[src/core/tpa_pkg.sv]
// package for the tu4 pointer alarm status register bank
package tpa_pkg;
  localparam int          NGRP          = 7;
  localparam logic [11:0] ALARM_BASE    = 12'h771;
  localparam logic [11:0] ALARM_STRIDE  = 12'h002;
  localparam logic [11:0] PLOSS_IRQ_OFF = 12'h77E;
  localparam logic [11:0] PALRM_IRQ_OFF = 12'h77F;
  localparam logic [11:0] SIZE_CFG_OFF  = 12'h780;
  localparam logic [11:0] CTRL_OFF      = 12'h781;
  localparam int B_RELAY  = 0;
  localparam int B_PATH_ALARM_STATE   = 1;
  localparam int B_PEE    = 2;
  localparam int B_ESE    = 3;
  localparam int B_PJE    = 4;
  localparam int B_NJE    = 5;
  localparam int B_SS0    = 6;
  localparam int B_SS1    = 7;
  localparam int B_RSVD   = 7;
  localparam int B_SMALL_TRIBUTARY_SIZE_SELECT   = 6;
  localparam int B_ALARM_IRQ_ENABLE = 0;
  localparam int B_MONITOR_STREAM_SELECT  = 1;
  localparam logic [1:0] AIS_COUNT = 2'h3;
  localparam logic [1:0] RESP_OKAY   = 2'h0;
  localparam logic [1:0] RESP_SLVERR = 2'h2;
  localparam logic [7:0] CFG_RESET   = 8'hC0;
  typedef struct packed {
    logic       ais_ind;
    logic       lop;
    logic       es_err;
    logic       in_pje;
    logic       in_nje;
    logic       out_pje;
    logic       out_nje;
    logic [1:0] ss;
  } tpa_trib_t;
endpackage : tpa_pkg

[src/core/tpa_top.sv]
// tu4 pointer alarm status bank with axi4-lite slave, per tug2 group
//
// The AXI4-Lite register port was chosen for this implementation.
`timescale 1ns/1ns
`default_nettype none
// Notes on behaviour
// - size bit read-only here, mirrors tu1 size written for group; 1 = four tu-11
// - reserved bit reads back tu1 value; software keeps it at one
// - with tu-12 size, the group's tu4 alarm register has no effect
// - relay bit set: ais on one indication; clear: three consecutive
// - read-only bit shows current tu4 path ais state
// - pointer event enable gates fifo error and justification interrupts
// - monitor select 1 watches incoming justifications, 0 outgoing
// - elastic store flag sets on fifo error, clears on read, always pollable
// - positive justification flag sets on event, clears on read
// - negative justification flag sets on event, clears on read
// - v1 size bits shown raw; software de-bounces them
// - pointer loss irq bits set on loss and regain, clear on read
// - pointer loss irq bit reads zero while group is tu-12
// - path ais irq bits set on entry and exit, clear on read
// - path ais irq bit reads zero while group is tu-12
// - alarm enable gates loss-of-pointer and ais change interrupts
module tpa_top #(
  parameter int NGRP = tpa_pkg::NGRP
) (
  input  wire logic                       clk,
  input  wire logic                       rst_n,
  input  wire logic                       clk_en,
  input  wire tpa_pkg::tpa_trib_t [NGRP-1:0] trib,
  input  wire logic [NGRP-1:0]            tu1_size_sel,
  input  wire logic [NGRP-1:0]            tu1_rsvd,
  input  wire logic [12:0]                s_axi_awaddr,
  input  wire logic                       s_axi_awvalid,
  output logic                            s_axi_awready,
  input  wire logic [31:0]                s_axi_wdata,
  input  wire logic [3:0]                 s_axi_wstrb,
  input  wire logic                       s_axi_wvalid,
  output logic                            s_axi_wready,
  output logic [1:0]                      s_axi_bresp,
  output logic                            s_axi_bvalid,
  input  wire logic                       s_axi_bready,
  input  wire logic [12:0]                s_axi_araddr,
  input  wire logic                       s_axi_arvalid,
  output logic                            s_axi_arready,
  output logic [31:0]                     s_axi_rdata,
  output logic [1:0]                      s_axi_rresp,
  output logic                            s_axi_rvalid,
  input  wire logic                       s_axi_rready,
  output logic                            irq
);

  // byte address to word index; indices up to 0x7ff need a 13-bit byte address
  function automatic logic [10:0] widx(input logic [12:0] a);
    widx = a[12:2];
  endfunction : widx

  function automatic int alarm_grp(input logic [11:0] idx);
    int g;
    alarm_grp = -1;
    for (g = 0; g < NGRP; g++)
    begin
      if (idx == tpa_pkg::ALARM_BASE + 12'(g) * tpa_pkg::ALARM_STRIDE)
      begin
        alarm_grp = g;
      end
    end
  endfunction : alarm_grp

  // axi write side state
  logic              aw_have_r, aw_have_nxt;
  logic              w_have_r, w_have_nxt;
  logic [12:0]       aw_addr_r, aw_addr_nxt;
  logic [7:0]        w_data_r, w_data_nxt;
  logic              w_lane0_r, w_lane0_nxt;
  logic              bvalid_r, bvalid_nxt;
  logic [1:0]        bresp_r, bresp_nxt;
  // axi read side state
  logic              rvalid_r, rvalid_nxt;
  logic [31:0]       rdata_r, rdata_nxt;
  logic [1:0]        rresp_r, rresp_nxt;
  // configuration
  logic [NGRP-1:0]   relay_r, relay_nxt;
  logic [NGRP-1:0]   pee_r, pee_nxt;
  logic [NGRP-1:0]   alarm_irq_enable_r, alarm_irq_enable_nxt;
  logic [NGRP-1:0]   monitor_stream_select_r, monitor_stream_select_nxt;
  // status
  logic [NGRP-1:0]   ais_state_r, ais_state_nxt;
  logic [1:0]        ais_cnt_r [NGRP], ais_cnt_nxt [NGRP];
  logic [NGRP-1:0]   lop_d_r, lop_d_nxt;
  logic [NGRP-1:0]   ese_r, ese_nxt;
  logic [NGRP-1:0]   pje_r, pje_nxt;
  logic [NGRP-1:0]   nje_r, nje_nxt;
  logic [NGRP-1:0]   lopi_r, lopi_nxt;
  logic [NGRP-1:0]   aisi_r, aisi_nxt;
  logic              irq_r, irq_nxt;

  logic              wr_go;
  logic              rd_go;
  logic [11:0]       w_idx;
  logic [11:0]       r_idx;
  logic [7:0]        rd_byte;
  logic              rd_hit;
  int                rg;
  int                wg;

  assign s_axi_awready = clk_en & ~aw_have_r & ~bvalid_r;
  assign s_axi_wready  = clk_en & ~w_have_r & ~bvalid_r;
  assign s_axi_arready = clk_en & ~rvalid_r;
  assign s_axi_bvalid  = bvalid_r;
  assign s_axi_bresp   = bresp_r;
  assign s_axi_rvalid  = rvalid_r;
  assign s_axi_rdata   = rdata_r;
  assign s_axi_rresp   = rresp_r;
  assign irq           = irq_r;

  assign wr_go = aw_have_r & w_have_r & ~bvalid_r;
  assign rd_go = s_axi_arvalid & s_axi_arready;
  assign w_idx = {1'h0, widx(aw_addr_r)};
  assign r_idx = {1'h0, widx(s_axi_araddr)};
  assign wg    = alarm_grp(w_idx);
  assign rg    = alarm_grp(r_idx);

  // read mux, evaluated in the cycle the address is taken
  always_comb
  begin
    rd_byte = 8'h00;
    rd_hit  = 1'b1;
    if (rg >= 0)
    begin
      rd_byte[tpa_pkg::B_RELAY] = relay_r[rg];
      rd_byte[tpa_pkg::B_PATH_ALARM_STATE]  = ais_state_r[rg];
      rd_byte[tpa_pkg::B_PEE]   = pee_r[rg];
      rd_byte[tpa_pkg::B_ESE]   = ese_r[rg];
      rd_byte[tpa_pkg::B_PJE]   = pje_r[rg];
      rd_byte[tpa_pkg::B_NJE]   = nje_r[rg];
      rd_byte[tpa_pkg::B_SS1:tpa_pkg::B_SS0] = trib[rg].ss;
    end
    else if (r_idx == tpa_pkg::PLOSS_IRQ_OFF)
    begin
      rd_byte[NGRP-1:0] = lopi_r & tu1_size_sel;
    end
    else if (r_idx == tpa_pkg::PALRM_IRQ_OFF)
    begin
      rd_byte[NGRP-1:0] = aisi_r & tu1_size_sel;
    end
    else if (r_idx == tpa_pkg::SIZE_CFG_OFF)
    begin
      // size and reserved bits are views of the tu1 register, per group
      rd_byte[NGRP-1:0] = tu1_size_sel;
    end
    else if (r_idx == tpa_pkg::SIZE_CFG_OFF + 12'h010)
    begin
      rd_byte[NGRP-1:0] = tu1_rsvd;
    end
    else if (r_idx == tpa_pkg::CTRL_OFF)
    begin
      rd_byte[NGRP-1:0] = alarm_irq_enable_r;
    end
    else if (r_idx == tpa_pkg::CTRL_OFF + 12'h010)
    begin
      rd_byte[NGRP-1:0] = monitor_stream_select_r;
    end
    else
    begin
      rd_hit = 1'b0;
    end
  end

  always_comb
  begin
    aw_have_nxt = aw_have_r;
    w_have_nxt  = w_have_r;
    aw_addr_nxt = aw_addr_r;
    w_data_nxt  = w_data_r;
    w_lane0_nxt = w_lane0_r;
    bvalid_nxt  = bvalid_r;
    bresp_nxt   = bresp_r;
    rvalid_nxt  = rvalid_r;
    rdata_nxt   = rdata_r;
    rresp_nxt   = rresp_r;
    relay_nxt   = relay_r;
    pee_nxt     = pee_r;
    alarm_irq_enable_nxt  = alarm_irq_enable_r;
    monitor_stream_select_nxt   = monitor_stream_select_r;
    if (s_axi_awvalid && s_axi_awready)
    begin
      aw_have_nxt = 1'b1;
      aw_addr_nxt = s_axi_awaddr;
    end
    if (s_axi_wvalid && s_axi_wready)
    begin
      w_have_nxt  = 1'b1;
      w_data_nxt  = s_axi_wdata[7:0];
      w_lane0_nxt = s_axi_wstrb[0];
    end
    if (bvalid_r && s_axi_bready)
    begin
      bvalid_nxt = 1'b0;
    end
    if (wr_go)
    begin
      aw_have_nxt = 1'b0;
      w_have_nxt  = 1'b0;
      bvalid_nxt  = 1'b1;
      bresp_nxt   = tpa_pkg::RESP_OKAY;
      if (wg >= 0)
      begin
        if (w_lane0_r)
        begin
          relay_nxt[wg] = w_data_r[tpa_pkg::B_RELAY];
          pee_nxt[wg]   = w_data_r[tpa_pkg::B_PEE];
        end
      end
      else if (w_idx == tpa_pkg::CTRL_OFF)
      begin
        if (w_lane0_r)
        begin
          alarm_irq_enable_nxt = w_data_r[NGRP-1:0];
        end
      end
      else if (w_idx == tpa_pkg::CTRL_OFF + 12'h010)
      begin
        if (w_lane0_r)
        begin
          monitor_stream_select_nxt = w_data_r[NGRP-1:0];
        end
      end
      else if (w_idx == tpa_pkg::PLOSS_IRQ_OFF || w_idx == tpa_pkg::PALRM_IRQ_OFF ||
               w_idx == tpa_pkg::SIZE_CFG_OFF || w_idx == tpa_pkg::SIZE_CFG_OFF + 12'h010)
      begin
        bresp_nxt = tpa_pkg::RESP_OKAY;
      end
      else
      begin
        bresp_nxt = tpa_pkg::RESP_SLVERR;
      end
    end
    if (rvalid_r && s_axi_rready)
    begin
      rvalid_nxt = 1'b0;
    end
    if (rd_go)
    begin
      rvalid_nxt = 1'b1;
      rdata_nxt  = {24'h000000, rd_byte};
      rresp_nxt  = rd_hit ? tpa_pkg::RESP_OKAY : tpa_pkg::RESP_SLVERR;
    end
  end

  // alarm and event logic; a set in the same cycle as a read-clear wins
  always_comb
  begin
    logic rd_alarm;
    logic pj;
    logic nj;
    rd_alarm      = 1'b0;
    pj            = 1'b0;
    nj            = 1'b0;
    ais_state_nxt = ais_state_r;
    lop_d_nxt     = lop_d_r;
    ese_nxt       = ese_r;
    pje_nxt       = pje_r;
    nje_nxt       = nje_r;
    lopi_nxt      = lopi_r;
    aisi_nxt      = aisi_r;
    irq_nxt       = 1'b0;
    for (int g = 0; g < NGRP; g++)
    begin
      ais_cnt_nxt[g] = ais_cnt_r[g];
      rd_alarm = rd_go && (rg == g);
      if (rd_alarm)
      begin
        ese_nxt[g] = 1'b0;
        pje_nxt[g] = 1'b0;
        nje_nxt[g] = 1'b0;
      end
      if (rd_go && r_idx == tpa_pkg::PLOSS_IRQ_OFF)
      begin
        lopi_nxt[g] = 1'b0;
      end
      if (rd_go && r_idx == tpa_pkg::PALRM_IRQ_OFF)
      begin
        aisi_nxt[g] = 1'b0;
      end
      // a tu-12 group has no fourth slot, so only the lop delay tracks here; ais state, counter and irq bits are held clear
      if (tu1_size_sel[g])
      begin
        if (trib[g].ais_ind)
        begin
          if (ais_cnt_r[g] != tpa_pkg::AIS_COUNT)
          begin
            ais_cnt_nxt[g] = ais_cnt_r[g] + 2'h1;
          end
          if (relay_r[g] || ais_cnt_r[g] == tpa_pkg::AIS_COUNT - 2'h1)
          begin
            ais_state_nxt[g] = 1'b1;
          end
        end
        else
        begin
          ais_cnt_nxt[g]   = 2'h0;
          ais_state_nxt[g] = 1'b0;
        end
        pj = monitor_stream_select_r[g] ? trib[g].in_pje : trib[g].out_pje;
        nj = monitor_stream_select_r[g] ? trib[g].in_nje : trib[g].out_nje;
        if (trib[g].es_err)
        begin
          ese_nxt[g] = 1'b1;
        end
        if (pj)
        begin
          pje_nxt[g] = 1'b1;
        end
        if (nj)
        begin
          nje_nxt[g] = 1'b1;
        end
        lop_d_nxt[g] = trib[g].lop;
        if (trib[g].lop != lop_d_r[g])
        begin
          lopi_nxt[g] = 1'b1;
        end
        if (ais_state_nxt[g] != ais_state_r[g])
        begin
          aisi_nxt[g] = 1'b1;
        end
      end
      else
      begin
        ais_cnt_nxt[g]   = 2'h0;
        ais_state_nxt[g] = 1'b0;
        lop_d_nxt[g]     = trib[g].lop;
        lopi_nxt[g]      = 1'b0;
        aisi_nxt[g]      = 1'b0;
      end
      if (pee_r[g] && (ese_r[g] || pje_r[g] || nje_r[g]))
      begin
        irq_nxt = 1'b1;
      end
      if (alarm_irq_enable_r[g] && (lopi_r[g] || aisi_r[g]))
      begin
        irq_nxt = 1'b1;
      end
    end
  end

  always_ff @(posedge clk or negedge rst_n)
  begin
    if (!rst_n)
    begin
      aw_have_r   <= 1'b0;
      w_have_r    <= 1'b0;
      aw_addr_r   <= 13'h0000;
      w_data_r    <= 8'h00;
      w_lane0_r   <= 1'b0;
      bvalid_r    <= 1'b0;
      bresp_r     <= tpa_pkg::RESP_OKAY;
      rvalid_r    <= 1'b0;
      rdata_r     <= 32'h00000000;
      rresp_r     <= tpa_pkg::RESP_OKAY;
      relay_r     <= '0;
      pee_r       <= '0;
      alarm_irq_enable_r    <= '0;
      monitor_stream_select_r     <= '0;
      ais_state_r <= '0;
      lop_d_r     <= '0;
      ese_r       <= '0;
      pje_r       <= '0;
      nje_r       <= '0;
      lopi_r      <= '0;
      aisi_r      <= '0;
      irq_r       <= 1'b0;
      for (int g = 0; g < NGRP; g++)
      begin
        ais_cnt_r[g] <= 2'h0;
      end
    end
    else if (clk_en)
    begin
      aw_have_r   <= aw_have_nxt;
      w_have_r    <= w_have_nxt;
      aw_addr_r   <= aw_addr_nxt;
      w_data_r    <= w_data_nxt;
      w_lane0_r   <= w_lane0_nxt;
      bvalid_r    <= bvalid_nxt;
      bresp_r     <= bresp_nxt;
      rvalid_r    <= rvalid_nxt;
      rdata_r     <= rdata_nxt;
      rresp_r     <= rresp_nxt;
      relay_r     <= relay_nxt;
      pee_r       <= pee_nxt;
      alarm_irq_enable_r    <= alarm_irq_enable_nxt;
      monitor_stream_select_r     <= monitor_stream_select_nxt;
      ais_state_r <= ais_state_nxt;
      lop_d_r     <= lop_d_nxt;
      ese_r       <= ese_nxt;
      pje_r       <= pje_nxt;
      nje_r       <= nje_nxt;
      lopi_r      <= lopi_nxt;
      aisi_r      <= aisi_nxt;
      irq_r       <= irq_nxt;
      for (int g = 0; g < NGRP; g++)
      begin
        ais_cnt_r[g] <= ais_cnt_nxt[g];
      end
    end
  end

endmodule : tpa_top
`default_nettype wire

[config.mk]
export PLATFORM = sky130hd
export DESIGN_NAME = tpa_top
export DESIGN_NICKNAME = d
export VERILOG_FILES = /design/src/core/tpa_pkg.sv /design/src/core/tpa_top.sv
export SDC_FILE = /design/constraint.sdc
export NUM_CORES = 1
export LEC_CHECK = 0
export BUFFER_PORTS_ARGS = -buffer_cell sky130_fd_sc_hd__buf_2
export CAP_MARGIN = 20
export CELL_PAD_IN_SITES_DETAIL_PLACEMENT = 0
export CELL_PAD_IN_SITES_GLOBAL_PLACEMENT = 1
export CORE_MARGIN = 1.5
export CORE_UTILIZATION = 40
export CTS_CLUSTER_DIAMETER = 40
export DETAILED_ROUTE_END_ITERATION = 10
export PLACE_DENSITY = 0.79
export SLEW_MARGIN = 0
export SYNTH_ARGS = -nofsm -noshare
export SYNTH_HDL_FRONTEND = slang
export SYNTH_SLANG_ARGS = --single-unit
export TNS_END_PERCENT = 100
[constraint.sdc]
create_clock -name clk -period 2.9 [get_ports clk]
set_input_delay 0.58 -clock clk [delete_from_list [all_inputs] [get_ports clk]]
set_output_delay 0.58 -clock clk [all_outputs]
set_load 0.005 [all_outputs]
# Yosys cells after proc, flatten, opt, wreduce, memory -nomap -nowiden
# Cells that the tools add are included.
# op_classes
n_addsub	7
magnitude_cmp	5
eq_ne	81
mux	237
n_bitwise	16
reduce_logical	96
# op_table
operator	n
32-bit 2-to-1 mux	14
11-bit == test (second input constant)	26
1-bit 2-to-1 mux	178
32-bit by 4-bit == test with 1-bit output (second input constant)	3
32-bit by 1-bit greater-or-equal comparator with 1-bit output (second input constant)	3
32-bit by 3-bit == test with 1-bit output (second input constant)	2
32-bit by 5-bit less-than comparator with 1-bit output (second input constant)	2
2-bit AND reduction	29
2-bit 2-to-1 mux	28
7-bit 2-to-1 mux	7
3-bit by 1-bit inequality test with 1-bit output (second input constant)	14
32-bit by 2-bit == test with 1-bit output (second input constant)	1
32-bit logical NOT	1
1-bit logical OR	31
1-bit logical AND	28
9-bit binary-select mux with 3-bit select	1
3-bit by 2-bit inequality test with 1-bit output (second input constant)	7
1-bit binary-select mux with 3-bit select	6
2-bit by 1-bit adder with 2-bit output (second input constant)	7
7-bit bitwise AND	2
7-bit bitwise mux	2
2-bit == test (second input constant)	7
1-bit inequality test	14
2-bit inequality test (second input constant)	7
7 further kinds	22
# totals
regBits	129
inputBits	147
output_inout_bits	42
elab_cells	483

# Depth between registers and ports, before layout
# logic_depth
ltp_word	17
mapped_depth	7
ltp_nobuf	7

# Worst setup path after synthesis
# No wires, ideal clock.
# synth_timing
path_type	input to register
startpoint	input s_axi_araddr[6]
endpoint	register rdata_r[6], in the netlist s_axi_rdata[6]
setup_time_ns	0.122
t_arrival_ns	2.026
required_time_ns	2.778
path_slack_ns	0.753
cell_stages	7
path_buffers	2
path_cell_list	buf_4 > nand4b_2 > or4_1 > clkbuf_1 > a21oi_1 > a211oi_1 > a32o_1
# synth_via
elab_chain_cells	12
elab_cells_between_ends	31
cone_classes	1 x order compare; 13 x eq/ne; 17 x mux
# synth_rtl
element	line	rtl
start: declaration	tpa_top.sv:42	input wire logic [12:0] s_axi_araddr,
parallel branches: the longest is 11 deep, another holds 32-bit by 1-bit greater-or-equal comparator with 1-bit output	--	
7-bit 2-to-1 mux *	tpa_top.sv:128	if (rg >= 0)
end signal: assignment	tpa_top.sv:388	rdata_r <= rdata_nxt;
end: declaration	tpa_top.sv:79	logic [31:0] rdata_r, rdata_nxt;
# Mark *: on every way between the ends. The select of a mux whose other input is x is not followed.
# A chain may end at the register's enable or synchronous reset.

# Worst setup path in the final report
# layout_timing
startpoint	register bvalid_r, in the netlist s_axi_bvalid
endpoint	register pee_r[6]
# layout_via
elab_chain_cells	3
# layout_rtl
element	line	rtl
start: declaration	tpa_top.sv:75	logic bvalid_r, bvalid_nxt;
start signal: assignment	tpa_top.sv:385	bvalid_r <= bvalid_nxt;
1-bit NOT	tpa_top.sv:116	assign wr_go = aw_have_r & w_have_r & ~bvalid_r;
1-bit bitwise AND	tpa_top.sv:116	
4-bit AND reduction (no source line)	--	
end signal: assignment	tpa_top.sv:391	pee_r <= pee_nxt;
end: declaration	tpa_top.sv:83	logic [NGRP-1:0] pee_r, pee_nxt;
# Every way passes these cells.

==> qor.txt <==
status - finished clean
HPWL after DPL - 16490 µm
critical path required time - 3.21 ns
nets - 970
hold slack final - 0.07165 ns
initial antenna violation count - 0
# resized after CTS - 0
vias in the first global route - 5940
final WL - 21680 µm
R2R Setup Slk - 0.76 ns
Clock Latency Late Sink - 0.43 ns
routed vias - 5946
Avg Vias per Cell - 5.679
post-synthesis xor/xnor area fraction - 0.8694%
Setup Skew - 0.006491 ns
count of flip-flops with a built-in enable after synthesis - 0
area fraction in compound gates after synthesis - 19.20%
CP Launch Type - flip-flop
Finish-stage setup viols - 0
RSZ-0062 raised after global routing - no
number of buffers created by CTS - 17
# diodes - 0
clock tree buffer depth - 2
Final period util - 73.64%
mapped cell area - 0.007052 mm²
Die Y - 135.8 µm
Area Growth Syn to Fin - 21.11%
pre-CTS WS - 0.4457 ns
Yosys top cell area share - 44.36%
cell depth of the worst flop-to-flop path - 5
PwrDens - 641.5 mW/mm²
synth unique cells - 64
WL per Instance - 20.70 µm
Synth Area in Simple Gates - 12.42%
max FFs per register - 14
Die Area - 0.01843 mm²
Post-CTS Hold Buffers - 0
Max-Cap Viols - 0
Main synth FF type - dfrtp_1
pin count of the biggest net entering global routing - 71
Non-Filler Instances - 1047
Mapped Avg Cell Area - 10.43 µm²
routability cong. - 0.8955
RR Startpoint - s_axi_bvalid$_DFFE_PN0P_
first-pass GRT wire length - 33210 µm
Tmin final - 2.136 ns
gr usage total - 24.35%
Synthesis Warnings - 0
setup tns final - 0 ns
R2R Path End - pee_r[6]$_DFFE_PN0P_
initial core utilization - 40.91%
Die Width - 135.8 µm
Hold Crit Class - input pin to async pin
worst vdd ir - 0.4087 mV
relative slew slack - 50.15%
Post-synth ARST share - 100.0%
sequential area share after synthesis - 44.36%
Ports - 189
CTS tree - built
area leader, netlist - dfrtp_1
Routed Antenna Nets - 0
Crit path arrival time - 2.45 ns
Rows - 48
Post-CTS Setup Bufs - 0
PortBufs - 130
max-slew violation count - 0
worst slew pin tran - 0.7474 ns
DRC Markers - 0
total grt overflow - 0
DP Cell Count - 1015
Leak - 0.003834 µW
CP max FO - 6
post-synthesis register bit count - 125
top post-synthesis cells by area - dfrtp_1 44%, mux2_2 9.7%, o2bb2ai_1 3.9%, mux2i_1 3.3%, buf_4 3.0%
Hold Vio Cnt, Final - 0
Final WS setup - 0.7644 ns
clk sinks - 125
Max Fclk - 468.3 MHz
Root Buffer - clkbuf_16
DR pass1 iterations - 6
layout cell share with drive strength beyond 1 - 31.51%
mux cell area share after synthesis - 14.71%
register name with the most flops - ais_cnt_r
core area - 0.01724 mm²
H-Tree Depth - 4
Worst Setup Path Type - flip-flop to flip-flop
largest family of logic cells by synthesized area - compound AO/OA/AOI/OAI gates
initial drt markers - 397
crit end category - flip-flop
Worst-path clk slew - 0.06 ns
post-synthesis cell count - 676
adder-cell share of the synthesized area - 2.484%
[cell usage in the layout (no fill, tap or decap), drive strengths merged, types with 22 or more instances in the layout]
master / Yosys / layout
buf: 37 / 148
dfrtp: 125 / 125
mux2: 63 / 63
nand2: 46 / 46
nor2: 37 / 37
o21ai: 35 / 35
o2bb2ai: 31 / 31
a21oi: 30 / 30
conb: 1 / 26
inv: 22 / 24
mux2i: 23 / 23
a22oi: 22 / 22
[worst max path at each step]
stage,from,to,slack (ns),cells after the start
6_report,s_axi_bvalid$_DFFE_PN0P_,pee_r[6]$_DFFE_PN0P_,0.76,5
2_1_floorplan,s_axi_araddr[6],s_axi_rdata[6]$_DFFE_PN0P_,0.75,7
3_3_place_gp,s_axi_araddr[6],s_axi_rdata[6]$_DFFE_PN0P_,0.45,6
5_1_grt,s_axi_bvalid$_DFFE_PN0P_,pee_r[0]$_DFFE_PN0P_,0.66,5
4_1_cts,s_axi_bvalid$_DFFE_PN0P_,pee_r[6]$_DFFE_PN0P_,0.77,5
3_5_place_dp,clk_en,pee_r[6]$_DFFE_PN0P_,0.45,6
[layout make-up]
type / count / area [µm²]
clock buffer: 19 / 442.9
clock inverter: 13 / 187.7
fill: 1615 / 8696
inverter: 23 / 86.33
multi-input combinational: 494 / 3601
sequential: 125 / 3128
tap: 225 / 281.5
timing repair buffer: 148 / 813.3
[critical path, stage by stage, from the launching register on]
cell     delay, ns
dfrtp_1       0.40
and4b_1       0.42
nand3_4       0.12
or3_1         0.36
or3b_4        0.43
mux2_4        0.30
[cells in the mapped netlist, types with 2 or more instances]
| cell type | number |
|---|---|
| and2_1 | 2 |
| clkbuf_1 | 22 |
| a21boi_0 | 3 |
| buf_4 | 28 |
| buf_1 | 6 |
| nand2_1 | 46 |
| buf_2 | 3 |
| a211o_1 | 4 |
| mux2i_1 | 23 |
| a22oi_1 | 22 |
| a22o_1 | 6 |
| a31oi_1 | 8 |
| xor2_1 | 5 |
| o21ai_0 | 35 |
| nor4_2 | 2 |
| nand4b_1 | 3 |
| a2bb2oi_1 | 5 |
| nand3_1 | 11 |
| nor3_1 | 8 |
| o31ai_1 | 11 |
| inv_1 | 22 |
| nor2_1 | 37 |
| nor3_2 | 2 |
| a21oi_1 | 30 |
| nand3b_1 | 2 |
| xnor2_1 | 2 |
| mux2_4 | 2 |
| or3_1 | 9 |
| mux2_2 | 61 |
| o22ai_1 | 7 |
| mux4_2 | 4 |
| nand4_1 | 5 |
| a32o_1 | 12 |
| ha_1 | 14 |
| a21o_1 | 2 |
| o2bb2ai_1 | 31 |
| or2_2 | 6 |
| o211ai_1 | 6 |
| dfrtp_1 | 125 |
| nand2b_1 | 14 |
| nor2b_1 | 7 |
[stage by stage]
| step | utilization, % | instance area [µm²] | power, µW |
|---|---|---|---|
| finish | 49.55 | 8541 | 5479 |
| global route | 49.55 | 8541 | 5740 |
| CTS | 49.55 | 8541 | 5515 |
| detailed placement | 45.89 | 7910 | 3218 |
| global placement | 45.89 | 7910 | 3170 |
| floorplan | - | 7146 | 2844 |
[layer usage]
metal	vias up	track usage, %	wire length, µm
li1	2746	-	-
met1	2952	31.86	9506
met2	214	39.96	10480
met3	34	4.415	1108
met4	0	9.618	582
met5	-	0	0
[report_power, final]
part | switching, µW | internal, µW
clock | 831 | 1460
combinational | 440 | 455
sequential | 279 | 2010
total | 1550 | 3930
[kinds of logic after synthesis]
family / after synthesis
flip-flops: 125
adder cells (fa/ha/maj): 14
other: 1
buffers and inverters: 82
AND/OR/NAND/NOR: 166
XOR/XNOR: 7
AO/OA/AOI/OAI: 191
multiplexers: 90
(Power assumes the default switching activity.)
